===== src/pkg/sosr_defines.svh =====
`ifndef SOSR_DEFINES_SVH
`define SOSR_DEFINES_SVH

// Register addresses on the host interface.
`define SOSR_ADDR_GYRO_Y_HIGH 8'h27
`define SOSR_ADDR_GYRO_Y_LOW 8'h28
`define SOSR_ADDR_GYRO_Z_HIGH 8'h29
`define SOSR_ADDR_GYRO_Z_LOW 8'h2A
`define SOSR_ADDR_SYNC_STAMP_HIGH 8'h2B
`define SOSR_ADDR_SYNC_STAMP_LOW 8'h2C
`define SOSR_ADDR_EVENT_FLAGS 8'h2D
`define SOSR_ADDR_QUEUE_LEVEL_HIGH 8'h2E
`define SOSR_ADDR_QUEUE_LEVEL_LOW 8'h2F
`define SOSR_ADDR_QUEUE_READ_PORT 8'h30
`define SOSR_ADDR_STEP_TOTAL_LOW 8'h31
`define SOSR_ADDR_STEP_TOTAL_HIGH 8'h32

// Reset values, and the delta counter's saturation limit and step.
`define SOSR_RST_GYRO_HIGH 8'h80
`define SOSR_RST_BYTE 8'h00
`define SOSR_RST_EVENT_FLAGS 8'h10
`define SOSR_RST_QUEUE_PORT 8'hFF
`define SOSR_RST_WORD 16'h0000
`define SOSR_DELTA_MAX 16'hFFFF
`define SOSR_DELTA_ONE 16'h0001

// Bit positions in the event flag register.
`define SOSR_BIT_SYNC 6
`define SOSR_BIT_PLL 5
`define SOSR_BIT_RESET_DONE 4
`define SOSR_BIT_DATA_READY 3
`define SOSR_BIT_QUEUE_THRESHOLD 2
`define SOSR_BIT_QUEUE_FULL 1
`define SOSR_BIT_GAIN_READY 0
`define SOSR_BIT_RESERVED 7

`endif


===== src/pkg/sosr_pkg.sv =====
package sosr_pkg;

  typedef struct packed {
    logic [7:0] gyro_y_high;
    logic [7:0] gyro_y_low;
    logic [7:0] gyro_z_high;
    logic [7:0] gyro_z_low;
    logic [7:0] step_high;
    logic [7:0] step_low;
    logic [15:0] stamp;
    logic stamp_locked;
    logic [15:0] delta_cnt;
    logic sync_armed;
    logic sync_prev;
    logic [7:0] flags;
    logic [7:0] level_high;
    logic [7:0] level_low;
    logic full_prev;
    logic thr_prev;
    logic [7:0] rd_data;
    logic rd_valid;
    logic queue_pop;
  } sosr_state_type;

endpackage : sosr_pkg


===== src/rtl/sosr_regs.sv =====
`timescale 1ns/1ps
`include "sosr_defines.svh"
// What this block does
// Lower gyro Y byte readable at 28h, resets to zero.
// Upper gyro Z byte readable at 29h, resets to 80h.
// Lower gyro Z byte readable at 2Ah, resets to zero.
// Time from frame sync rising edge to the first sample tick after it; upper byte at 2Bh.
// Lower delta byte at 2Ch; delta frozen until event flags are read.
// Event flag register at 2Dh resets to 10h; bit 7 reserved.
// Bit 6 sets when a sample tick captures the frame sync delta.
// Bit 5 sets on every clock synthesizer ready event; the code drops one that comes while clk_en is low.
// Bit 4 sets when software reset completes.
// Bit 3 sets on every new sample ready event; the code drops one that comes while clk_en is low.
// Bit 2 sets when queue level reaches programmed threshold.
// Bit 1 sets when the queue becomes full.
// Bit 0 sets on every gain control ready event; the code drops one that comes while clk_en is low.
// Reading the event flag register clears all its flags.
// Queue level is 16 bits at 2Eh/2Fh, records or bytes by unit select.
// Reading the lower level byte snapshots the level into both bytes.
// Host reads lower level byte first, then the upper byte.
// Lower step total byte readable at 31h, resets to zero.
// Upper step total byte readable at 32h.
// Upper gyro Y byte readable at 27h.
// Each queue port read at 30h returns and removes the next byte; resets FFh.
// Both bytes of each sensor value come from the same sample.
module sosr_regs
  import sosr_pkg::*;
(
  input wire logic clk,
  input wire logic resetn,
  input wire logic clk_en,
  input wire logic rd_en,
  input wire logic [7:0] rd_addr,
  output logic [7:0] rd_data,
  output logic rd_valid,
  input wire logic sample_strobe,
  input wire logic [15:0] gyro_y,
  input wire logic [15:0] gyro_z,
  input wire logic [15:0] step_total,
  input wire logic frame_sync_input,
  input wire logic output_sample_rate_tick,
  input wire logic pll_ready_evt,
  input wire logic soft_reset_done_evt,
  input wire logic data_ready_evt,
  input wire logic gain_ready_evt,
  input wire logic level_unit_select,
  input wire logic [15:0] queue_records,
  input wire logic [15:0] queue_bytes,
  input wire logic [15:0] queue_threshold,
  input wire logic queue_full,
  input wire logic queue_empty,
  input wire logic [7:0] queue_head,
  output logic queue_pop
);

  // ****************************************************************
  // State
  // ****************************************************************
  sosr_state_type state_r;
  sosr_state_type state_nxt;
  logic rd_flags;
  logic rd_level_low;
  logic sync_rise;
  logic capture_stamp;
  logic thr_now;
  logic [15:0] level_sel;
  logic [7:0] evt_vec;

  always_comb begin
    level_sel = level_unit_select ? queue_records : queue_bytes;
    thr_now = (level_sel >= queue_threshold);
    rd_flags = rd_en && (rd_addr == `SOSR_ADDR_EVENT_FLAGS);
    rd_level_low = rd_en && (rd_addr == `SOSR_ADDR_QUEUE_LEVEL_LOW);
    sync_rise = frame_sync_input && !state_r.sync_prev;
    // A tick in the cycle of a new edge restarts the count and captures nothing.
    capture_stamp = output_sample_rate_tick && state_r.sync_armed && !state_r.stamp_locked &&
      !sync_rise;
    evt_vec = 8'h00;
    evt_vec[`SOSR_BIT_SYNC] = capture_stamp;
    evt_vec[`SOSR_BIT_PLL] = pll_ready_evt;
    evt_vec[`SOSR_BIT_RESET_DONE] = soft_reset_done_evt;
    evt_vec[`SOSR_BIT_DATA_READY] = data_ready_evt;
    evt_vec[`SOSR_BIT_QUEUE_THRESHOLD] = thr_now && !state_r.thr_prev;
    evt_vec[`SOSR_BIT_QUEUE_FULL] = queue_full && !state_r.full_prev;
    evt_vec[`SOSR_BIT_GAIN_READY] = gain_ready_evt;
  end

  // ****************************************************************
  // Next state
  // ****************************************************************
  always_comb begin
    state_nxt = state_r;
    state_nxt.rd_valid = rd_en;
    state_nxt.queue_pop = 1'b0;
    state_nxt.sync_prev = frame_sync_input;
    state_nxt.full_prev = queue_full;
    state_nxt.thr_prev = thr_now;

    // Both bytes of each value are loaded on the same strobe.
    if (sample_strobe) begin
      state_nxt.gyro_y_high = gyro_y[15:8];
      state_nxt.gyro_y_low = gyro_y[7:0];
      state_nxt.gyro_z_high = gyro_z[15:8];
      state_nxt.gyro_z_low = gyro_z[7:0];
      state_nxt.step_high = step_total[15:8];
      state_nxt.step_low = step_total[7:0];
    end

    // The delta counts clock cycles from the last frame sync rising edge.
    if (sync_rise) begin
      state_nxt.delta_cnt = `SOSR_RST_WORD;
      state_nxt.sync_armed = 1'b1;
    end else if (state_r.sync_armed && state_r.delta_cnt != `SOSR_DELTA_MAX) begin
      state_nxt.delta_cnt = state_r.delta_cnt + `SOSR_DELTA_ONE;
    end
    if (capture_stamp && !sync_rise) begin
      state_nxt.stamp = state_r.delta_cnt;
      state_nxt.stamp_locked = 1'b1;
      state_nxt.sync_armed = 1'b0;
    end

    // A read acknowledges the flags; an event in the same cycle survives.
    if (rd_flags) begin
      state_nxt.flags = evt_vec;
      // A capture in the cycle of the read stays frozen, so its new flag and delta agree.
      state_nxt.stamp_locked = capture_stamp;
    end else begin
      state_nxt.flags = state_r.flags | evt_vec;
    end

    if (rd_level_low) begin
      state_nxt.level_high = level_sel[15:8];
      state_nxt.level_low = level_sel[7:0];
    end

    state_nxt.rd_data = `SOSR_RST_BYTE;
    if (rd_en) begin
      case (rd_addr)
        `SOSR_ADDR_GYRO_Y_HIGH: state_nxt.rd_data = state_r.gyro_y_high;
        `SOSR_ADDR_GYRO_Y_LOW: state_nxt.rd_data = state_r.gyro_y_low;
        `SOSR_ADDR_GYRO_Z_HIGH: state_nxt.rd_data = state_r.gyro_z_high;
        `SOSR_ADDR_GYRO_Z_LOW: state_nxt.rd_data = state_r.gyro_z_low;
        `SOSR_ADDR_SYNC_STAMP_HIGH: state_nxt.rd_data = state_r.stamp[15:8];
        `SOSR_ADDR_SYNC_STAMP_LOW: state_nxt.rd_data = state_r.stamp[7:0];
        `SOSR_ADDR_EVENT_FLAGS: state_nxt.rd_data = state_r.flags;
        // Upper byte holds the snapshot made by the last lower byte read.
        `SOSR_ADDR_QUEUE_LEVEL_HIGH: state_nxt.rd_data = state_r.level_high;
        `SOSR_ADDR_QUEUE_LEVEL_LOW: state_nxt.rd_data = level_sel[7:0];
        `SOSR_ADDR_QUEUE_READ_PORT: begin
          if (queue_empty) begin
            state_nxt.rd_data = `SOSR_RST_QUEUE_PORT;
          end else begin
            state_nxt.rd_data = queue_head;
            state_nxt.queue_pop = 1'b1;
          end
        end
        `SOSR_ADDR_STEP_TOTAL_LOW: state_nxt.rd_data = state_r.step_low;
        `SOSR_ADDR_STEP_TOTAL_HIGH: state_nxt.rd_data = state_r.step_high;
        default: state_nxt.rd_data = `SOSR_RST_BYTE;
      endcase
    end
    state_nxt.flags[`SOSR_BIT_RESERVED] = 1'b0;
  end

  // ****************************************************************
  // Registers
  // ****************************************************************
  always_ff @(posedge clk or negedge resetn) begin
    if (!resetn) begin
      state_r.gyro_y_high <= `SOSR_RST_GYRO_HIGH;
      state_r.gyro_y_low <= `SOSR_RST_BYTE;
      state_r.gyro_z_high <= `SOSR_RST_GYRO_HIGH;
      state_r.gyro_z_low <= `SOSR_RST_BYTE;
      state_r.step_high <= `SOSR_RST_BYTE;
      state_r.step_low <= `SOSR_RST_BYTE;
      state_r.stamp <= `SOSR_RST_WORD;
      state_r.stamp_locked <= 1'b0;
      state_r.delta_cnt <= `SOSR_RST_WORD;
      state_r.sync_armed <= 1'b0;
      state_r.sync_prev <= 1'b0;
      state_r.flags <= `SOSR_RST_EVENT_FLAGS;
      state_r.level_high <= `SOSR_RST_BYTE;
      state_r.level_low <= `SOSR_RST_BYTE;
      state_r.full_prev <= 1'b0;
      state_r.thr_prev <= 1'b0;
      state_r.rd_data <= `SOSR_RST_QUEUE_PORT;
      state_r.rd_valid <= 1'b0;
      state_r.queue_pop <= 1'b0;
    end else if (clk_en) begin
      state_r <= state_nxt;
    end
  end

  assign rd_data = state_r.rd_data;
  assign rd_valid = state_r.rd_valid;
  assign queue_pop = state_r.queue_pop;

  // ****************************************************************
  // Checks
  // ****************************************************************
  AST_FLAGS_CLEAR: assert property (@(posedge clk) disable iff (!resetn)
    clk_en && rd_flags && evt_vec == 8'h00 |=> state_r.flags == 8'h00)
    else $error("Event flags not cleared by a read.");

  AST_FLAGS_READ: assert property (@(posedge clk) disable iff (!resetn)
    clk_en && rd_flags |=> rd_data == $past(state_r.flags) && !rd_data[7])
    else $error("Event flag read returned the wrong value.");

  AST_SYNC_SET: assert property (@(posedge clk) disable iff (!resetn)
    clk_en && capture_stamp |=> state_r.flags[`SOSR_BIT_SYNC] && state_r.stamp_locked)
    else $error("Frame sync capture did not set its flag.");

  AST_STAMP_FROZEN: assert property (@(posedge clk) disable iff (!resetn)
    state_r.stamp_locked && !(clk_en && rd_flags) |=> $stable(state_r.stamp))
    else $error("Stamp changed while frozen.");

  AST_DELTA_VALUE: assert property (@(posedge clk) disable iff (!resetn)
    clk_en && capture_stamp && !sync_rise |=> state_r.stamp == $past(state_r.delta_cnt))
    else $error("Stamp does not hold the counted delta.");

  AST_FULL_SET: assert property (@(posedge clk) disable iff (!resetn)
    clk_en && queue_full && !state_r.full_prev |=> state_r.flags[`SOSR_BIT_QUEUE_FULL])
    else $error("Queue full did not set its flag.");

  AST_RESET_DONE_SET: assert property (@(posedge clk) disable iff (!resetn)
    clk_en && soft_reset_done_evt |=> state_r.flags[`SOSR_BIT_RESET_DONE])
    else $error("Reset done did not set its flag.");

  AST_LEVEL_SNAP: assert property (@(posedge clk) disable iff (!resetn)
    clk_en && rd_level_low |=>
      {state_r.level_high, state_r.level_low} == $past(level_sel) &&
      rd_data == state_r.level_low)
    else $error("Queue level snapshot incoherent.");

  AST_SAMPLE_PAIR: assert property (@(posedge clk) disable iff (!resetn)
    clk_en && sample_strobe |=>
      {state_r.gyro_z_high, state_r.gyro_z_low} == $past(gyro_z) &&
      {state_r.gyro_y_high, state_r.gyro_y_low} == $past(gyro_y))
    else $error("Sensor bytes not loaded from one sample.");

  AST_QUEUE_POP: assert property (@(posedge clk) disable iff (!resetn)
    clk_en && rd_en && rd_addr == `SOSR_ADDR_QUEUE_READ_PORT && !queue_empty |=>
      queue_pop && rd_data == $past(queue_head))
    else $error("Queue port read did not pop the head byte.");

  AST_GYRO_Y_HIGH_READ: assert property (@(posedge clk) disable iff (!resetn)
    clk_en && rd_en && rd_addr == `SOSR_ADDR_GYRO_Y_HIGH |=>
      rd_valid && rd_data == $past(state_r.gyro_y_high))
    else $error("Upper gyro Y byte read wrong.");

  AST_GYRO_Y_LOW_READ: assert property (@(posedge clk) disable iff (!resetn)
    clk_en && rd_en && rd_addr == `SOSR_ADDR_GYRO_Y_LOW |=>
      rd_valid && rd_data == $past(state_r.gyro_y_low))
    else $error("Lower gyro Y byte read wrong.");

  AST_GYRO_Z_HIGH_READ: assert property (@(posedge clk) disable iff (!resetn)
    clk_en && rd_en && rd_addr == `SOSR_ADDR_GYRO_Z_HIGH |=>
      rd_valid && rd_data == $past(state_r.gyro_z_high))
    else $error("Upper gyro Z byte read wrong.");

  AST_GYRO_Z_LOW_READ: assert property (@(posedge clk) disable iff (!resetn)
    clk_en && rd_en && rd_addr == `SOSR_ADDR_GYRO_Z_LOW |=>
      rd_valid && rd_data == $past(state_r.gyro_z_low))
    else $error("Lower gyro Z byte read wrong.");

  AST_STAMP_HIGH_READ: assert property (@(posedge clk) disable iff (!resetn)
    clk_en && rd_en && rd_addr == `SOSR_ADDR_SYNC_STAMP_HIGH |=>
      rd_valid && rd_data == $past(state_r.stamp[15:8]))
    else $error("Upper stamp byte read wrong.");

  AST_STAMP_LOW_READ: assert property (@(posedge clk) disable iff (!resetn)
    clk_en && rd_en && rd_addr == `SOSR_ADDR_SYNC_STAMP_LOW |=>
      rd_valid && rd_data == $past(state_r.stamp[7:0]))
    else $error("Lower stamp byte read wrong.");

  AST_SYNC_RESTART: assert property (@(posedge clk) disable iff (!resetn)
    clk_en && sync_rise |=>
      state_r.delta_cnt == `SOSR_RST_WORD && state_r.sync_armed)
    else $error("Frame sync edge did not restart the delta.");

  AST_DELTA_COUNT: assert property (@(posedge clk) disable iff (!resetn)
    clk_en && state_r.sync_armed && !sync_rise && state_r.delta_cnt != `SOSR_DELTA_MAX |=>
      state_r.delta_cnt == $past(state_r.delta_cnt) + `SOSR_DELTA_ONE)
    else $error("Frame sync delta did not advance by one.");

  AST_PLL_SET: assert property (@(posedge clk) disable iff (!resetn)
    clk_en && pll_ready_evt |=>
      state_r.flags[`SOSR_BIT_PLL])
    else $error("Clock synthesizer ready did not set its flag.");

  AST_DATA_READY_SET: assert property (@(posedge clk) disable iff (!resetn)
    clk_en && data_ready_evt |=>
      state_r.flags[`SOSR_BIT_DATA_READY])
    else $error("New sample ready did not set its flag.");

  AST_THRESHOLD_SET: assert property (@(posedge clk) disable iff (!resetn)
    clk_en && thr_now && !state_r.thr_prev |=>
      state_r.flags[`SOSR_BIT_QUEUE_THRESHOLD])
    else $error("Queue threshold did not set its flag.");

  AST_GAIN_READY_SET: assert property (@(posedge clk) disable iff (!resetn)
    clk_en && gain_ready_evt |=>
      state_r.flags[`SOSR_BIT_GAIN_READY])
    else $error("Gain control ready did not set its flag.");

  AST_LEVEL_RECORDS: assert property (@(posedge clk) disable iff (!resetn)
    clk_en && rd_level_low && level_unit_select |=>
      {state_r.level_high, state_r.level_low} == $past(queue_records))
    else $error("Queue level in records captured wrong.");

  AST_LEVEL_BYTES: assert property (@(posedge clk) disable iff (!resetn)
    clk_en && rd_level_low && !level_unit_select |=>
      {state_r.level_high, state_r.level_low} == $past(queue_bytes))
    else $error("Queue level in bytes captured wrong.");

  AST_LEVEL_HIGH_READ: assert property (@(posedge clk) disable iff (!resetn)
    clk_en && rd_en && rd_addr == `SOSR_ADDR_QUEUE_LEVEL_HIGH |=>
      rd_valid && rd_data == $past(state_r.level_high))
    else $error("Upper queue level byte is not the snapshot.");

  AST_STEP_LOW_READ: assert property (@(posedge clk) disable iff (!resetn)
    clk_en && rd_en && rd_addr == `SOSR_ADDR_STEP_TOTAL_LOW |=>
      rd_valid && rd_data == $past(state_r.step_low))
    else $error("Lower step total byte read wrong.");

  AST_STEP_HIGH_READ: assert property (@(posedge clk) disable iff (!resetn)
    clk_en && rd_en && rd_addr == `SOSR_ADDR_STEP_TOTAL_HIGH |=>
      rd_valid && rd_data == $past(state_r.step_high))
    else $error("Upper step total byte read wrong.");

  AST_STEP_PAIR: assert property (@(posedge clk) disable iff (!resetn)
    clk_en && sample_strobe |=>
      {state_r.step_high, state_r.step_low} == $past(step_total))
    else $error("Step total bytes not loaded from one sample.");

  AST_QUEUE_EMPTY_READ: assert property (@(posedge clk) disable iff (!resetn)
    clk_en && rd_en && rd_addr == `SOSR_ADDR_QUEUE_READ_PORT && queue_empty |=>
      rd_data == `SOSR_RST_QUEUE_PORT && !queue_pop)
    else $error("Empty queue port read returned data or popped.");

  AST_FREEZE: assert property (@(posedge clk) disable iff (!resetn)
    !clk_en |=>
      $stable(state_r.flags) && $stable(rd_valid) && $stable(queue_pop) && $stable(rd_data))
    else $error("State moved while the clock enable was low.");

endmodule : sosr_regs

===== config.mk =====
export PLATFORM = sky130hd
export DESIGN_NAME = sosr_regs
export DESIGN_NICKNAME = d
export VERILOG_FILES = /design/src/pkg/sosr_pkg.sv /design/src/rtl/sosr_regs.sv
export VERILOG_INCLUDE_DIRS = /design/src /design/src/pkg
export SDC_FILE = /design/constraint.sdc
export NUM_CORES = 1
export LEC_CHECK = 0
export BUFFER_PORTS_ARGS = -buffer_cell sky130_fd_sc_hd__buf_2
export CORE_UTILIZATION = 40
export CTS_CLUSTER_SIZE = 24
export DETAILED_ROUTE_END_ITERATION = 12
export MAX_ROUTING_LAYER = met4
export SLEW_MARGIN = 20
export SYNTH_ARGS = -nofsm -noshare
export SYNTH_HDL_FRONTEND = slang
export SYNTH_SLANG_ARGS = --single-unit

===== constraint.sdc =====
create_clock -name clk -period 4.4 [get_ports clk]
set_input_delay 1.32 -clock clk [delete_from_list [all_inputs] [get_ports clk]]
set_output_delay 1.32 -clock clk [all_outputs]
set_load 0.005 [all_outputs]

==> run summary <==
The number of filler instances in the final layout is 1,332. Summing all flip-flop and latch instances after layout gives about 0.0028 mm2. The number of enable flip-flop cells after synthesis came out at 0. The simple-gate share of the synthesized area came out at between 10% and 20%.

The clock transition at the registers of the reported paths came out at approximately 70 ps. The largest family of logic cells by synthesized area is multiplexers. The number of hold-slack violations in the final timing report is 0. The half-perimeter wire length after placement came out at about 11 mm.

The power consumption came out at about 2.6 mW. In the final layout, the share of cells above drive strength 1 is a little over two fifths. At the end of the flow the core is filled with cells to about half.

The distinct cell type count after synthesis came out at between 50 and 60. In this run the count of I/O pins placed on the die edge is between 100 and 150. The via count of the first global-routing pass came out at around 4,400. Multiplexer cells account for between 20 and 25% of the synthesized area. For this design the ratio of total power to cell area is 365 mW/mm2. The largest incremental delay on the critical path came out at just over 400 ps. The post-route non-filler standard cell count came out at just over 800.

The synthesized design contains 110 register bits. The post-placement setup slack is 929 ps. The remaining max-slew budget at the tightest pin came out at 38.8%. The number of antenna violations at the first check in global routing was 0. The commonest cells after synthesis are 99 x dfrtp_1, 79 x mux2_2, 22 x nor2_1. The required time reported for the critical path endpoint is approximately 4600 ps. The area occupied by multi-input gates is about 0.0029 mm2. The netlist area before placement is about 0.006 mm2. The sequential cell area fraction in the yosys report is a little under half. In the post-synthesis netlist, the biggest area contributors are dfrtp_1 42%, mux2_2 15%, dfstp_2 4.9%. dfrtp_1 is the most common cell in the netlist. The first-pass iteration count of the detailed router came out at 5. The worst register-to-register path ends at state_r[39].

The number of setup buffers added after CTS is 0. In this run the most critical hold path is launched from state_r[10]. The area share of the leading cell type in the synthesized netlist came out at 41.6%.

In this run the static leakage power is around 3.3 nW. TritonCTS built the clock tree. The synthesized netlist devotes 1.18% of its cell area to XOR and XNOR gates. The flip-flop cell with the highest count after synthesis is dfrtp_1. The number of buffer and inverter instances along the worst setup path came out at 1. Registers are responsible for 47.6% of the overall power. The first-pass GRT wire length is 22.8 mm. The remaining routing DRC violations is 0.

The maximum vdd drop came out at roughly 0.17 mV. The effective utilization at floorplan is about two fifths. Of all cell types, the one taking the most synthesized area is dfrtp_1. Global routing used approximately 20% of the available tracks. The final critical-path share of the clock period is between 70% and 80%. The worst-case clock skew came out at around 4.7 ps. The post-layout net count came out at 764. The number of hold buffers added after cts came out at 0.

In this run the number of H-tree levels came out at 3. The slew at the pin with the worst max-slew slack came out at 918 ps. The source-to-sink clock delay at the later pin of the worst-skew pair is between 300 and 400 ps.

The detailed router finished its first iteration with 284 violations. The total congestion overflow came out at 0. The minimum clock period after layout is ~3100 ps. The total routed wirelength came out at around 15 mm. The flow ran to the end, and the final reports show no timing, DRC or antenna violations.

The critical path in this run is classified as primary input to flop. The analysis attributes to net switching a power of around 0.69 mW. The relative area change from synthesis to final layout came out at 18.3%. The number of instances on the worst hold path is 1. The share of total power dissipated in the clock network is a little over a third. The count of nets left with antenna violations once routing finished came out at 0. The worst setup path is launched from a primary input. The worst register-to-register path begins at state_r[40]. The reg-to-reg setup timing slack came out at ~2600 ps.

The sort of element at the end of the critical path is a flop. The number of clock buffers inserted by TritonCTS is 9. CTS placed an instance of clkbuf_16 at the clock tree root. The floorplan die height came out at roughly 120 um. The maximum clock path buffer count is 2.

The horizontal die dimension came out at 124 um. Internal power comes to around 1.9 mW. The signal on the critical path passes through buf_2 -> mux2_2 -> ha_1 -> a21o_1 -> a21o_1 -> a21o_1 -> a211oi_1 -> a21oi_1. Setup violations remaining at the end of the flow were counted as 0. The depth of the worst register-to-register path is 5.

The average routed wire per standard cell is around 18 um. The family with the most delay on the worst path is compound AO/OA/AOI/OAI gates. Summing over every cut layer, the via total after detailed routing is about 4,500. The arrival time at the worst endpoint came out at between 3000 and 4000 ps. During synthesis, Yosys emitted a total of 0 warnings. The core region is between 0.01 and 0.015 mm2. The cell type of the slowest stage on the worst timing path is mux2_2. The post-route worst setup slack is ~1300 ps. The number of sinks on the clock net is between 100 and 150. Setup repair after global routing left no endpoint under its margin. The antenna diode count came out at 0. The floorplan die area came out at 0.0154 mm2.

The compound-cell area share of the yosys netlist is 11.9%. The arithmetic-cell share of the synthesized area counting full adders, half adders and majority gates is 3.57%. The switching share of total power came out at a little over a quarter. Synthesis produced slightly above 500 cells. The pin count of the biggest net entering global routing is 57. The post-synthesis area per instance came out at 11.7 um2. The setup total negative slack is 0 ps. Dividing the detail-routed via count by the number of cells gives between 5 and 6. The highest attainable clock frequency is between 0.3 and 0.4 GHz. After clock tree synthesis, the repair step resized 0 gates.

The quantity of I/O buffers inserted on ports came out at about 140. The number of violations of the max-capacitance limit came out at 0. The worst hold path terminates at state_r[30]. The combinational group share of total power came out at about 18%. The cell occurring most often along the worst timing path is a21o_1. The instance count after placement with tap cells included is just under 800.

Synthesis produced a netlist with a net count of ~650. The routability-driven placement congestion ratio is around 0.85. After floorplanning, the core was divided into 44 placement rows.

The share of flip-flops with an asynchronous set or reset came out at between 90% and 100%. The max-slew violation count came out at 0. The critical-path maximum fanout is 16. In this run the worst hold path is classified as flop to flop.
-- layer usage --
layer  track usage (%)  vias up  routed length [um]
li1                  -     2097                   -
met1              27.0     2185                6510
met2              31.7      174                7030
met3              3.53       18                1010
met4              6.70        0                 303
met5                 -        -                   0
-- kinds of logic (layout without fill, tap and decap cells) --
family                     after synthesis  after routing
and+or+nand+nor                        111            111
muxes                                  109            109
buffers and inverters                   56            174
DFF                                    110            110
adders and majority gates               17             17
xor gates and xnor gates                 8              8
AOI/OAI and AO/OA                       97             97
-- layout make-up --
| type | instances | area share, % |
|---|---|---|
| Clock inverter | 7 | 1.47 |
| Tap cell | 184 | 3.27 |
| Multi-Input combinational cell | 342 | 41.7 |
| Sequential cell | 110 | 39.2 |
| Timing Repair Buffer | 137 | 10.0 |
| Inverter | 21 | 1.12 |
| Clock buffer | 9 | 3.19 |
-- power groups by stage --
stage,registers (mW),clock network [mW],logic [mW]
floorplan,1.21,0,0.310
global placement,1.24,0,0.441
detailed placement,1.24,0,0.456
CTS,1.22,0.912,0.459
global route,1.24,0.952,0.504
finish,1.22,0.891,0.455
-- through the flow --
step	cell area [um2]	hold slack (ps)
5_1_grt	7050	501
6_report	7050	482
4_1_cts	7040	476
3_5_place_dp	6720	466
3_3_place_gp	6720	451
2_1_floorplan	5960	436
-- sequential cells by signal, summed over array words and instances (netlist names) --
name       cells
queue_pop      1
rd_data        8
rd_valid       1
state_r      100
-- cell usage in the layout (no fill, tap or decap), drive strengths merged, types with 10 or more instances in the layout --
| master | count |
|---|---|
| mux2 | 89 |
| a21oi | 15 |
| buf | 137 |
| inv | 24 |
| a22oi | 10 |
| nand2 | 21 |
| o21ai | 16 |
| dfrtp | 99 |
| dfstp | 11 |
| nor2 | 23 |
| ha | 17 |
| nand3 | 13 |
| mux2i | 12 |
-- worst max path at each step --
stage                                 start     endpoint  slack, ps  cells past startpoint
after detailed placement  level_unit_select  state_r[10]        930                      8
final                     level_unit_select  state_r[10]       1290                      8
after global routing      level_unit_select  state_r[10]       1140                      8
after global placement    level_unit_select  state_r[10]       1030                      8
after floorplan           level_unit_select  state_r[10]       1100                      9
after CTS                 level_unit_select  state_r[10]       1290                      8
Note: power is estimated with default switching activity, not from simulation.
